`src/design/core_timer_pkg.sv`:
```
package core_timer_pkg;

   // ---------------------------------------------------------------
   // Register map (byte addresses on the AXI4-Lite slave)
   // ---------------------------------------------------------------
   localparam logic [15:0] CONTROL_OFFSET = 16'hff42;
   localparam logic [15:0] COUNT_OFFSET = 16'hff46;
   localparam logic [15:0] STATUS_OFFSET = 16'hff48;
   localparam logic [15:0] MASK_OFFSET = 16'hff4c;
   localparam int ADDR_BITS = 16;

   // ---------------------------------------------------------------
   // Control field positions and reset values
   // ---------------------------------------------------------------
   localparam int INPUT_SEL_LSB = 0;
   localparam int MODE_SEL_LSB = 3;
   localparam int RUN_BIT_POS = 6;
   localparam int DIR_BIT_POS = 7;
   localparam int EXT_DIR_POS = 8;
   localparam int TOGGLE_POS = 10;
   localparam logic [15:0] CONTROL_RESET = 16'h0000;
   localparam logic [15:0] COUNT_RESET = 16'h0000;
   localparam logic [1:0] STATUS_RESET = 2'h0;
   localparam logic [1:0] MASK_RESET = 2'h0;
   localparam int STATUS_OVF_POS = 0;
   localparam int STATUS_UNF_POS = 1;

   // Prescaler: base factor 8, doubled per input-select step
   localparam int PRESCALE_BASE_LOG2 = 3;
   localparam int PRESCALE_BITS = 10;

   // ---------------------------------------------------------------
   // Modes and edge selections
   // ---------------------------------------------------------------
   typedef enum logic [2:0] {
      MODE_TIMER = 3'h0,
      MODE_COUNTER = 3'h1,
      MODE_GATED_LOW = 3'h2,
      MODE_GATED_HIGH = 3'h3,
      MODE_INCREMENTAL = 3'h6
   } timer_mode_t;

   localparam logic [2:0] EDGE_NONE = 3'h0;
   localparam logic [2:0] EDGE_RISE = 3'h1;
   localparam logic [2:0] EDGE_FALL = 3'h2;
   localparam logic [2:0] EDGE_ANY = 3'h3;

   typedef struct packed {
      logic toggleLatch;
      logic reservedGap; // Bit 9 stays unused so the latch lands on bit 10
      logic externalDirEnable;
      logic directionBit;
      logic runBit;
      logic [2:0] modeSelect;
      logic [2:0] inputSelect;
   } control_t;

   // Events routed to the auxiliary timers
   typedef struct packed {
      logic toggleLatch;
      logic overflow;
      logic underflow;
   } aux_link_t;

endpackage

```
`src/design/gp_core_timer_unit.sv`:
```
// Notes on behaviour
// RL1 - Mode field: timer, counter, gated low/high, incremental (the incremental code leaves the count idle)
// RL2 - Run bit zero halts timer always
// RL3 - Software direction: bit 0 up, 1 down
// RL4 - External direction pin, inverted by direction bit
// RL5 - Direction may change running or stopped
// RL6 - Toggle latch flips on overflow or underflow
// RL7 - Software may set or clear toggle latch
// RL8 - Toggle latch and wrap events reach auxiliaries
// RL9 - CPU count write beats hardware update
// RL10 - CPU reads and overwrites count anytime
// RL11 - Timer mode prescale eight times power two
// RL12 - Gated mode: prescaled clock, sense from mode bit
// RL13 - Gated counts only when run and gate active
// RL14 - Gate transitions raise no interrupt
// RL15 - Counter mode steps on selected pin edges
// RL16 - Edge codes: none, rise, fall, any
// RL17 - Sixteen-bit wrap both directions
// RL18 - Pins synchronised before any use
module gp_core_timer_unit
#(
   parameter int COUNT_WIDTH = 16
)
(
   input wire logic core_clk,
   input wire logic reset_n,
   input wire logic [core_timer_pkg::ADDR_BITS-1:0] s_axi_awaddr,
   input wire logic s_axi_awvalid,
   output logic s_axi_awready,
   input wire logic [31:0] s_axi_wdata,
   input wire logic [3:0] s_axi_wstrb,
   input wire logic s_axi_wvalid,
   output logic s_axi_wready,
   output logic [1:0] s_axi_bresp,
   output logic s_axi_bvalid,
   input wire logic s_axi_bready,
   input wire logic [core_timer_pkg::ADDR_BITS-1:0] s_axi_araddr,
   input wire logic s_axi_arvalid,
   output logic s_axi_arready,
   output logic [31:0] s_axi_rdata,
   output logic [1:0] s_axi_rresp,
   output logic s_axi_rvalid,
   input wire logic s_axi_rready,
   input wire logic gateCountInputPin,
   input wire logic externalDirectionPin,
   output core_timer_pkg::aux_link_t auxLink,
   output logic irq
);
   import core_timer_pkg::*;

   // ---------------------------------------------------------------
   // State
   // ---------------------------------------------------------------
   control_t ctrl;
   logic [COUNT_WIDTH-1:0] coreCount;
   logic [1:0] status;
   logic [1:0] mask;
   logic [PRESCALE_BITS-1:0] prescaler;
   logic [2:0] inSync;
   logic [1:0] dirSync;
   logic awHeld;
   logic wHeld;
   logic [ADDR_BITS-1:0] awAddr;
   logic [31:0] wData;
   logic [3:0] wStrb;

   // ---------------------------------------------------------------
   // Pin synchronisers
   // ---------------------------------------------------------------
   // Input pin gets a third stage so edges compare two settled samples
   always_ff @(posedge core_clk or negedge reset_n)
   begin
      if (!reset_n)
      begin
         inSync <= 3'h0;
         dirSync <= 2'h0;
      end
      else
      begin
         inSync <= {inSync[1:0], gateCountInputPin}; // RL18
         dirSync <= {dirSync[0], externalDirectionPin}; // RL18
      end
   end

   logic pinLevel, pinRise, pinFall, dirPin;
   assign pinLevel = inSync[1];
   assign pinRise = inSync[1] & ~inSync[2];
   assign pinFall = ~inSync[1] & inSync[2];
   assign dirPin = dirSync[1];

   // ---------------------------------------------------------------
   // Count step decision
   // ---------------------------------------------------------------
   logic countDown, prescaleTick, gateActive, edgeHit, step;

   // Direction is combinational so a change applies at once
   assign countDown = ctrl.externalDirEnable ? (dirPin ^ ctrl.directionBit) // RL4 RL5
                                             : ctrl.directionBit; // RL3

   // Tick when the low 3+sel prescaler bits are all ones
   logic [PRESCALE_BITS-1:0] tickMask;
   assign tickMask = PRESCALE_BITS'((1 << (PRESCALE_BASE_LOG2 + int'(ctrl.inputSelect))) - 1);
   assign prescaleTick = ((prescaler & tickMask) == tickMask); // RL11

   // Gate sense follows the mode's low bit; no interrupt comes from it
   assign gateActive = (pinLevel == ctrl.modeSelect[0]); // RL12 RL14

   always_comb
   begin
      case (ctrl.inputSelect)
         EDGE_RISE: edgeHit = pinRise; // RL16
         EDGE_FALL: edgeHit = pinFall; // RL16
         EDGE_ANY: edgeHit = pinRise | pinFall; // RL16
         default: edgeHit = 1'b0; // RL16
      endcase
   end

   // Reserved and incremental codes leave the count idle
   always_comb
   begin
      case (ctrl.modeSelect)
         MODE_TIMER: step = ctrl.runBit & prescaleTick; // RL1 RL2 RL11
         MODE_COUNTER: step = ctrl.runBit & edgeHit; // RL1 RL15
         MODE_GATED_LOW,
         MODE_GATED_HIGH: step = ctrl.runBit & gateActive & prescaleTick; // RL13
         default: step = 1'b0; // RL1
      endcase
   end

   // Free-running prescaler keeps phase whatever the mode
   always_ff @(posedge core_clk or negedge reset_n)
   begin
      if (!reset_n)
      begin
         prescaler <= '0;
      end
      else
      begin
         prescaler <= prescaler + 1'b1;
      end
   end

   // ---------------------------------------------------------------
   // AXI4-Lite write path
   // ---------------------------------------------------------------
   logic wrFire;
   assign wrFire = awHeld & wHeld & ~s_axi_bvalid;

   // Address and data may arrive in either order; each is held once
   always_ff @(posedge core_clk or negedge reset_n)
   begin
      if (!reset_n)
      begin
         awHeld <= 1'b0;
         wHeld <= 1'b0;
         awAddr <= '0;
         wData <= '0;
         wStrb <= '0;
         s_axi_awready <= 1'b0;
         s_axi_wready <= 1'b0;
         s_axi_bvalid <= 1'b0;
         s_axi_bresp <= 2'h0;
      end
      else
      begin
         s_axi_awready <= ~awHeld & ~(s_axi_awvalid & s_axi_awready);
         s_axi_wready <= ~wHeld & ~(s_axi_wvalid & s_axi_wready);
         if (s_axi_awvalid && s_axi_awready)
         begin
            awHeld <= 1'b1;
            awAddr <= s_axi_awaddr;
         end
         if (s_axi_wvalid && s_axi_wready)
         begin
            wHeld <= 1'b1;
            wData <= s_axi_wdata;
            wStrb <= s_axi_wstrb;
         end
         if (wrFire)
         begin
            awHeld <= 1'b0;
            wHeld <= 1'b0;
            s_axi_bvalid <= 1'b1;
            s_axi_bresp <= (awAddr == CONTROL_OFFSET || awAddr == COUNT_OFFSET ||
                            awAddr == STATUS_OFFSET || awAddr == MASK_OFFSET)
                           ? 2'h0 : 2'h2;
         end
         else if (s_axi_bvalid && s_axi_bready)
         begin
            s_axi_bvalid <= 1'b0;
         end
      end
   end

   logic ctrlWr, countWr, maskWr;
   assign ctrlWr = wrFire & (awAddr == CONTROL_OFFSET) & wStrb[0];
   assign countWr = wrFire & (awAddr == COUNT_OFFSET);
   assign maskWr = wrFire & (awAddr == MASK_OFFSET) & wStrb[0];

   // ---------------------------------------------------------------
   // Count and toggle latch
   // ---------------------------------------------------------------
   logic wrapUp;
   logic wrapDown;
   // A step lost to a CPU count write is no wrap, so the latch holds too
   assign wrapUp = step & ~countWr & ~countDown & (&coreCount); // RL17
   assign wrapDown = step & ~countWr & countDown & (coreCount == '0); // RL17

   // A CPU write wins over a same-cycle hardware step
   always_ff @(posedge core_clk or negedge reset_n)
   begin
      if (!reset_n)
      begin
         coreCount <= COUNT_RESET[COUNT_WIDTH-1:0];
      end
      else if (countWr)
      begin
         coreCount <= wData[COUNT_WIDTH-1:0]; // RL9 RL10
      end
      else if (step)
      begin
         coreCount <= countDown ? coreCount - 1'b1 : coreCount + 1'b1; // RL17
      end
   end

   // Byte lanes: low byte holds mode fields, high byte the external direction enable and the latch
   always_ff @(posedge core_clk or negedge reset_n)
   begin
      if (!reset_n)
      begin
         ctrl <= control_t'(CONTROL_RESET[10:0] & 11'h5ff);
      end
      else
      begin
         if (ctrlWr)
         begin
            ctrl.inputSelect <= wData[INPUT_SEL_LSB +: 3];
            ctrl.modeSelect <= wData[MODE_SEL_LSB +: 3];
            ctrl.runBit <= wData[RUN_BIT_POS]; // RL2
            ctrl.directionBit <= wData[DIR_BIT_POS]; // RL5
         end
         if (wrFire && awAddr == CONTROL_OFFSET && wStrb[1])
         begin
            ctrl.externalDirEnable <= wData[EXT_DIR_POS];
            ctrl.toggleLatch <= wData[TOGGLE_POS]; // RL7
         end
         else if (wrapUp || wrapDown)
         begin
            ctrl.toggleLatch <= ~ctrl.toggleLatch; // RL6
         end
      end
   end

   // Events registered toward the auxiliary timers
   always_ff @(posedge core_clk or negedge reset_n)
   begin
      if (!reset_n)
      begin
         auxLink <= '0;
      end
      else
      begin
         auxLink.overflow <= wrapUp & ~countWr; // RL8
         auxLink.underflow <= wrapDown & ~countWr; // RL8
         auxLink.toggleLatch <= ctrl.toggleLatch; // RL8
      end
   end

   // ---------------------------------------------------------------
   // Interrupt status, mask and read path
   // ---------------------------------------------------------------
   logic rdFire;
   logic statusRead;
   assign rdFire = s_axi_arvalid & s_axi_arready;
   assign statusRead = rdFire & (s_axi_araddr == STATUS_OFFSET);

   // Set beats read-clear so a wrap in the read cycle survives
   always_ff @(posedge core_clk or negedge reset_n)
   begin
      if (!reset_n)
      begin
         status <= STATUS_RESET;
         mask <= MASK_RESET;
         irq <= 1'b0;
      end
      else
      begin
         status[STATUS_OVF_POS] <= (wrapUp & ~countWr) |
                                   (status[STATUS_OVF_POS] & ~statusRead);
         status[STATUS_UNF_POS] <= (wrapDown & ~countWr) |
                                   (status[STATUS_UNF_POS] & ~statusRead);
         if (maskWr)
         begin
            mask <= wData[1:0];
         end
         irq <= |(status & mask);
      end
   end

   logic [31:0] rdValue;
   always_comb
   begin
      rdValue = 32'h0000_0000;
      if (s_axi_araddr == CONTROL_OFFSET)
      begin
         rdValue[10:0] = ctrl & 11'h5ff;
      end
      else if (s_axi_araddr == COUNT_OFFSET)
      begin
         rdValue[COUNT_WIDTH-1:0] = coreCount; // RL10
      end
      else if (s_axi_araddr == STATUS_OFFSET)
      begin
         rdValue[1:0] = status;
      end
      else if (s_axi_araddr == MASK_OFFSET)
      begin
         rdValue[1:0] = mask;
      end
   end

   // One read outstanding; arready drops while the answer stands
   always_ff @(posedge core_clk or negedge reset_n)
   begin
      if (!reset_n)
      begin
         s_axi_arready <= 1'b0;
         s_axi_rvalid <= 1'b0;
         s_axi_rdata <= '0;
         s_axi_rresp <= 2'h0;
      end
      else
      begin
         s_axi_arready <= ~s_axi_rvalid & ~rdFire;
         if (rdFire)
         begin
            s_axi_rvalid <= 1'b1;
            s_axi_rdata <= rdValue;
            s_axi_rresp <= (s_axi_araddr == CONTROL_OFFSET || s_axi_araddr == COUNT_OFFSET ||
                            s_axi_araddr == STATUS_OFFSET || s_axi_araddr == MASK_OFFSET)
                           ? 2'h0 : 2'h2;
         end
         else if (s_axi_rvalid && s_axi_rready)
         begin
            s_axi_rvalid <= 1'b0;
         end
      end
   end

   // ---------------------------------------------------------------
   // Assertions
   // ---------------------------------------------------------------
   halt_when_stopped_a: assert property (@(posedge core_clk) disable iff (!reset_n) // RL2
      !ctrl.runBit && !countWr |=> coreCount == $past(coreCount))
      else $error("count moved while run bit clear");
   cpu_write_wins_a: assert property (@(posedge core_clk) disable iff (!reset_n) // RL9
      countWr |=> coreCount == $past(wData[COUNT_WIDTH-1:0]))
      else $error("cpu write lost to hardware step");
   toggle_on_wrap_a: assert property (@(posedge core_clk) disable iff (!reset_n) // RL6
      (wrapUp || wrapDown) && !(wrFire && awAddr == CONTROL_OFFSET && wStrb[1])
      |=> ctrl.toggleLatch != $past(ctrl.toggleLatch))
      else $error("toggle latch did not flip on wrap");
   up_step_a: assert property (@(posedge core_clk) disable iff (!reset_n) // RL3
      step && !countWr && !ctrl.externalDirEnable && !ctrl.directionBit
      |=> coreCount == $past(coreCount) + 1'b1)
      else $error("software up count wrong");
   ext_dir_a: assert property (@(posedge core_clk) disable iff (!reset_n) // RL4
      step && !countWr && ctrl.externalDirEnable && (dirPin == ctrl.directionBit)
      |=> coreCount == $past(coreCount) + 1'b1)
      else $error("external direction sense wrong");
   gate_closed_a: assert property (@(posedge core_clk) disable iff (!reset_n) // RL13
      ctrl.modeSelect[2:1] == 2'b01 && !gateActive |-> !step)
      else $error("gated timer ran with gate closed");
   reserved_idle_a: assert property (@(posedge core_clk) disable iff (!reset_n) // RL1
      ctrl.modeSelect[2] |-> !step)
      else $error("reserved mode stepped");
   edge_none_a: assert property (@(posedge core_clk) disable iff (!reset_n) // RL16
      ctrl.modeSelect == MODE_COUNTER && (ctrl.inputSelect == EDGE_NONE ||
      ctrl.inputSelect[2]) |-> !step)
      else $error("disabled edge code counted");
   // Every prescale code ticks on low bits all ones, so steps are 8 apart at least
   timer_spacing_a: assert property (@(posedge core_clk) disable iff (!reset_n) // RL11
      step && ctrl.modeSelect == MODE_TIMER
      |=> (!(step && ctrl.modeSelect == MODE_TIMER))[*7])
      else $error("prescaled step too soon");
   wrap_event_a: assert property (@(posedge core_clk) disable iff (!reset_n) // RL8
      wrapUp |=> auxLink.overflow && !auxLink.underflow)
      else $error("overflow not routed");
   irq_level_a: assert property (@(posedge core_clk) disable iff (!reset_n)
      |(status & mask) |=> irq)
      else $error("interrupt not raised");

   cover_overflow_c: cover property (@(posedge core_clk) disable iff (!reset_n) wrapUp);
   cover_underflow_c: cover property (@(posedge core_clk) disable iff (!reset_n) wrapDown);
   cover_edge_c: cover property (@(posedge core_clk) disable iff (!reset_n)
      step && ctrl.modeSelect == MODE_COUNTER);
   cover_conflict_c: cover property (@(posedge core_clk) disable iff (!reset_n)
      countWr && step);

endmodule

```
`config.mk`:
```
export PLATFORM = sky130hd
export DESIGN_NAME = gp_core_timer_unit
export DESIGN_NICKNAME = d
export VERILOG_FILES = /design/src/design/core_timer_pkg.sv /design/src/design/gp_core_timer_unit.sv
export SDC_FILE = /design/constraint.sdc
export NUM_CORES = 1
export LEC_CHECK = 0
export BUFFER_PORTS_ARGS = -buffer_cell sky130_fd_sc_hd__buf_2
export CELL_PAD_IN_SITES_DETAIL_PLACEMENT = 1
export CELL_PAD_IN_SITES_GLOBAL_PLACEMENT = 1
export CORE_UTILIZATION = 30
export DETAILED_ROUTE_END_ITERATION = 16
export PLACE_DENSITY_LB_ADDON = 0.1
export SLEW_MARGIN = 10
export SYNTH_ARGS = -nofsm -noshare
export SYNTH_HDL_FRONTEND = slang
export SYNTH_SLANG_ARGS = --single-unit
```
`constraint.sdc`:
```
create_clock -name core_clk -period 8.8 [get_ports core_clk]
set_input_delay 2.2 -clock core_clk [delete_from_list [all_inputs] [get_ports core_clk]]
set_output_delay 2.2 -clock core_clk [all_outputs]
set_load 0.02 [all_outputs]
```
# [After elaboration in Yosys (flattened, before gate mapping)]
# Index checks and enable logic that the tools add are counted.
[classes] n_bitwise=48 shifts=1 n_mux=24 reduce_logical=24 n_eq_ne=16 addsub=5
[ops] operator="16-bit == test, second input constant" count=8
[ops] operator="16-bit 2-to-1 mux" count=3
[ops] operator="1-bit AND" count=29
[ops] operator="16-bit by 1-bit adder with 16-bit output, second input constant" count=1
[ops] operator="16-bit zero test" count=1
[ops] operator="16-bit AND reduction" count=1
[ops] operator="16-bit by 1-bit subtractor with 16-bit output, second input constant" count=1
[ops] operator="14-bit 2-to-1 mux" count=1
[ops] operator="1-bit NOT" count=13
[ops] operator="3-bit by 2-bit == test with 1-bit output, second input constant" count=4
[ops] operator="2-bit nonzero test" count=6
[ops] operator="1-bit 2-to-1 mux" count=11
[ops] operator="11-bit 2-to-1 mux" count=1
[ops] operator="10-bit by 1-bit adder with 10-bit output, second input constant" count=1
[ops] operator="10-bit AND" count=1
[ops] operator="10-bit == test" count=1
[ops] operator="2-bit 2-to-1 mux" count=5
[ops] operator="1-bit by 4-bit << shifter with 10-bit output, first input constant" count=1
[ops] operator="10-bit by 2-bit subtractor with 10-bit output, second input constant" count=1
[ops] operator="1-bit logical OR" count=7
[ops] operator="3-bit by 1-bit == test with 1-bit output, second input constant" count=2
[ops] operator="1-bit logical AND" count=6
[ops] operator="1-bit one-hot mux with 3 select lines" count=2
[ops] operator="5-bit 2-to-1 mux" count=1
[ops] operator="other kinds (7)" count=10
[totals] word_cells=147 regBits=110 output_inout_bits=45

# [Depth between registers and ports, before layout]
[logic_depth] depth_word=13 ltp_mapped=12

# [Worst setup path after synthesis]
# OpenSTA, ideal clock, no wires.
[synth_timing] path_kind="input to register" start="input s_axi_araddr[2] (netlist name)" end="register s_axi_rdata[11]" setup_ns=0.066 arrival_time_ns=3.361 setup_slack_ns=5.372 t_required_ns=8.734 cell_stages=5 path_cell_list="clkbuf_1 clkbuf_1 inv_1 nor2_1 a22o_1"
[synth_between] elab_chain_cells=3 elab_cells_between_ends=4 cone_classes="2 x eq/ne; 2 x mux"
[synth_rtl] element="start, declared" line="gp_core_timer_unit.sv:37" text="input wire logic [core_timer_pkg::ADDR_BITS-1:0] s_axi_araddr,"
[synth_rtl] element="16-bit == test" line="gp_core_timer_unit.sv:308" text="else if (s_axi_araddr == COUNT_OFFSET)"
[synth_rtl] element="14-bit 2-to-1 mux" line="gp_core_timer_unit.sv:308"
[synth_rtl] element="5-bit 2-to-1 mux *" line="gp_core_timer_unit.sv:304" text="if (s_axi_araddr == CONTROL_OFFSET)"
[synth_rtl] element="end signal, assigned" line="gp_core_timer_unit.sv:338" text="s_axi_rdata <= rdValue;"
[synth_rtl] element="end, declared" line="gp_core_timer_unit.sv:40" text="output logic [31:0] s_axi_rdata,"
# Mark *: on every way between the ends. The rest lies on a longest branch, timed or not.
# A chain may end at the register's enable or synchronous reset.

# [Final worst setup path]
[layout_timing] start="register ctrl[8] (netlist name)" end="register coreCount[14]"
[layout_between] elab_chain_cells=4
[layout_rtl] element="start, declared" line="gp_core_timer_unit.sv:54" text="control_t ctrl;"
[layout_rtl] element="start signal, assigned" line="gp_core_timer_unit.sv:231" text="ctrl <= control_t'(CONTROL_RESET[10:0] & 11'h5ff);"
[layout_rtl] element="1-bit 2-to-1 mux" line="gp_core_timer_unit.sv:97" text="assign countDown = ctrl.externalDirEnable ? (dirPin ^ ctrl.directionBit)"
[layout_rtl] element="16-bit 2-to-1 mux" line="gp_core_timer_unit.sv:222" text="coreCount <= countDown ? coreCount - 1'b1 : coreCount + 1'b1;"
[layout_rtl] element="16-bit 2-to-1 mux" line="gp_core_timer_unit.sv:220" text="else if (step)"
[layout_rtl] element="16-bit 2-to-1 mux" line="gp_core_timer_unit.sv:216" text="else if (countWr)"
[layout_rtl] element="end signal, assigned" line="gp_core_timer_unit.sv:214" text="coreCount <= COUNT_RESET[COUNT_WIDTH-1:0];"
[layout_rtl] element="end signal, assigned" line="gp_core_timer_unit.sv:218" text="coreCount <= wData[COUNT_WIDTH-1:0];"
[layout_rtl] element="end signal, assigned" line="gp_core_timer_unit.sv:222"
[layout_rtl] element="end, declared" line="gp_core_timer_unit.sv:55" text="logic [COUNT_WIDTH-1:0] coreCount;"
# Every way passes these cells. The select of a mux whose other input is x is not followed.

==> impl_metrics.ini <==
[status]
status = finished, final reports clean

[final_layout]
final_cell_area_mm2 = 0.006335
utilization_pct = 35.39
drive_above_1_share_pct = 27.40
antennaDiodeCount = 0
final_nets = 676
syn2layout_area_growth_pct = 15.62

[detailed_routing]
drtPass1Iterations = 4
top_layer_used = met4
drt-initial-drc-count = 115
vias = 4006
met2WireLength_um = 6102
viasPerCell = 4.927
wl_met1_um = 6776
wl_per_cell_um = 17.02
ant_nets = 0
route.detailed.drc = 0
wl_met3_um = 748
drt_wl_total_um = 13830

[floorplanning]
die_w_um = 137.1
coreArea_mm2 = 0.01790
rows = 49
die_h_um = 137.1
initial_core_util_pct = 30.61
die_area_mm2 = 0.01881
ios = 122

[timing]
relSlewSlack_pct = 36.33
drv_slew = 0
clock.fmax_ghz = 0.2831
fin_crit_sh_pct = 40.13
skew_ns = 0.008359
fin_hold_ws_ns = 0.3532
setup_viol = 0
tns_ns = 0
tightest_slew_ns = 0.9550
fin_crit_ns = 3.532
rsz0062_at_grt = false
hold_viol_final = 0

[hold_path]
min_path_type = reg -> reg
holdCritStartpoint = dirSync[0]
min_to = dirSync[1]
min_delay_path_depth = 0

[yosys]
syn_area_per_cell_um2 = 11.02
synth_seq_area_share_pct = 49.33
syn-cell-area_mm2 = 0.005479
ys_types = 57
syn_inst = 497
synth_ff_type = dfrtp_1
yosys_warnings = 0
synth_edf_count = 0
async_reset_ff_share_pct = 100.0
synth_seq_cells = 108

[power_and_ir_drop]
peakVddDrop_mv = 0.1256
power.switching_mw = 0.3564
p_int_mw = 0.8996
switching_share_pct = 28.37
p_leak_nw = 3.015
clockPowerShare_pct = 30.3
p_per_area_mw_per_mm2 = 198.3
combPwrFrac_pct = 17.2
seqPwrFrac_pct = 52.5

[setup_path]
r2r_cells = 11
required_ns = 9.04
crit_fanout = 18
crit_type = reg -> reg
slowest_stage = fa_1
cp_slowest_stage_delay_ns = 0.57
regToRegSetupSlack_ns = 5.27
path_cells = nand2_1 -> xor2_1 -> inv_1 -> fa_1 -> a211oi_1 -> o21a_1 -> o211ai_1 -> a31oi_1 -> xor2_1 -> o21ai_0 -> mux2_2
worst_r2r_endpoint = coreCount[14]
cp_data_arrival_time_ns = 3.78
critPathTopFamily = compound AO/OA/AOI/OAI gates
r2r-start = ctrl[8]
start_kind = flip-flop
worst-path-buf-inv = 1
crit_top_cell = xor2_1
critPathCaptureType = flip-flop

[global_route]
grt_first_pass_wirelength_um = 22280
first_global_vias = 4225
overflow = 0
antenna_found_initial = 1
grt_usage_pct = 15.70
grt_max_degree = 71

[clocking]
cts.hold.buffers_added = 0
clkTransAtPathRegs_ns = 0.07
cts.htree.levels = 3
cts.path.max_buffers = 2
cts_resized = 0
cts_buffers = 9
clkLatencyLatePin_ns = 0.35
cts_tree = yes
clock-sinks = 108
clockRootBuffer = clkbuf_16
postCtsSetupBuffers = 0

[placement]
hpwl_um = 10490
gp_congestion = 0.7539
port_buffers = 85
place_area_mm2 = 0.006068

[job]
cap_violations = 0
-- cell usage after synthesis, types with 17 or more instances --
master   instances  area share [%]
ha_1            18             4.1
mux2i_1         17             3.1
nor2_1          31             2.1
nand3_1         18             1.6
o21ai_0         24             2.2
buf_4           20             2.7
nand2_1         28             1.9
mux2_2          47             9.7
a21oi_1         37             3.4
dfrtp_1        108              49
-- sequential cells by signal, indices dropped and copies added (netlist names), 3 cells and up --
signal / cells
awAddr: 16
ctrl: 10
inSync: 3
wData: 16
auxLink: 3
s_axi_rdata: 16
prescaler: 10
coreCount: 16
-- worst max-delay path by stage --
stage	from	endpoint	slack [ns]	depth (start not counted)
2_1_floorplan	s_axi_araddr[2]	s_axi_rdata[11]	5.37	5
3_3_place_gp	s_axi_araddr[4]	s_axi_rdata[13]	4.99	7
3_5_place_dp	s_axi_araddr[5]	s_axi_rdata[13]	4.97	6
4_1_cts	ctrl[8]	coreCount[14]	5.25	11
5_1_grt	ctrl[8]	coreCount[14]	4.98	11
6_report	ctrl[8]	coreCount[14]	5.27	11
-- through the flow --
stage | worst slack, ns | cells | power, mW
after CTS | 5.247 | 813 | 1.279
after global placement | 4.994 | 798 | 0.8786
after global routing | 4.983 | 813 | 1.330
final | 5.268 | 813 | 1.256
after floorplan | 5.372 | 515 | 0.8165
after detailed placement | 4.969 | 798 | 0.8906
-- per-layer routing --
| layer | vias up | track usage [%] |
|---|---|---|
| li1 | 1910 | - |
| met1 | 1976 | 21.32 |
| met2 | 103 | 24.49 |
| met3 | 17 | 3.630 |
| met4 | 0 | 5.189 |
| met5 | - | 0 |
-- cell families after synthesis --
group | Yosys count | share of synthesized area (%)
simple gates | 137 | 13.52
flops | 108 | 49.33
compound gates | 101 | 11.65
mux | 65 | 12.97
buf+inv | 43 | 4.407
xor+xnor | 22 | 3.517
fa+ha+maj | 19 | 4.476
other cells | 2 | 0.1371
-- final cells by class --
type,instances,area (um2)
clock buffers,11,232.7
clock inverters,4,33.78
fillers,2039,11570
inverters,11,41.29
multi-input cells,364,2603
flip-flops and latches,108,2703
well taps,229,286.5
repair buffers,86,435.4
-- power by group through the flow --
stage,clock network (mW),logic [mW],registers [mW]
floorplan,0,0.155,0.661
global placement,0,0.213,0.665
detailed placement,0,0.221,0.670
CTS,0.397,0.221,0.661
global route,0.413,0.242,0.676
finish,0.381,0.216,0.659
-- cells in the final DEF (no fill, tap or decap), types with 18 or more instances in the layout --
| master | count |
|---|---|
| dfrtp_1 | 108 |
| buf_2 | 84 |
| mux2_2 | 47 |
| a21oi_1 | 37 |
| nor2_1 | 31 |
| nand2_1 | 28 |
| o21ai_0 | 24 |
| conb_1 | 20 |
| nand3_1 | 18 |
| ha_1 | 18 |
Note: power is estimated with default switching activity, not from simulation.
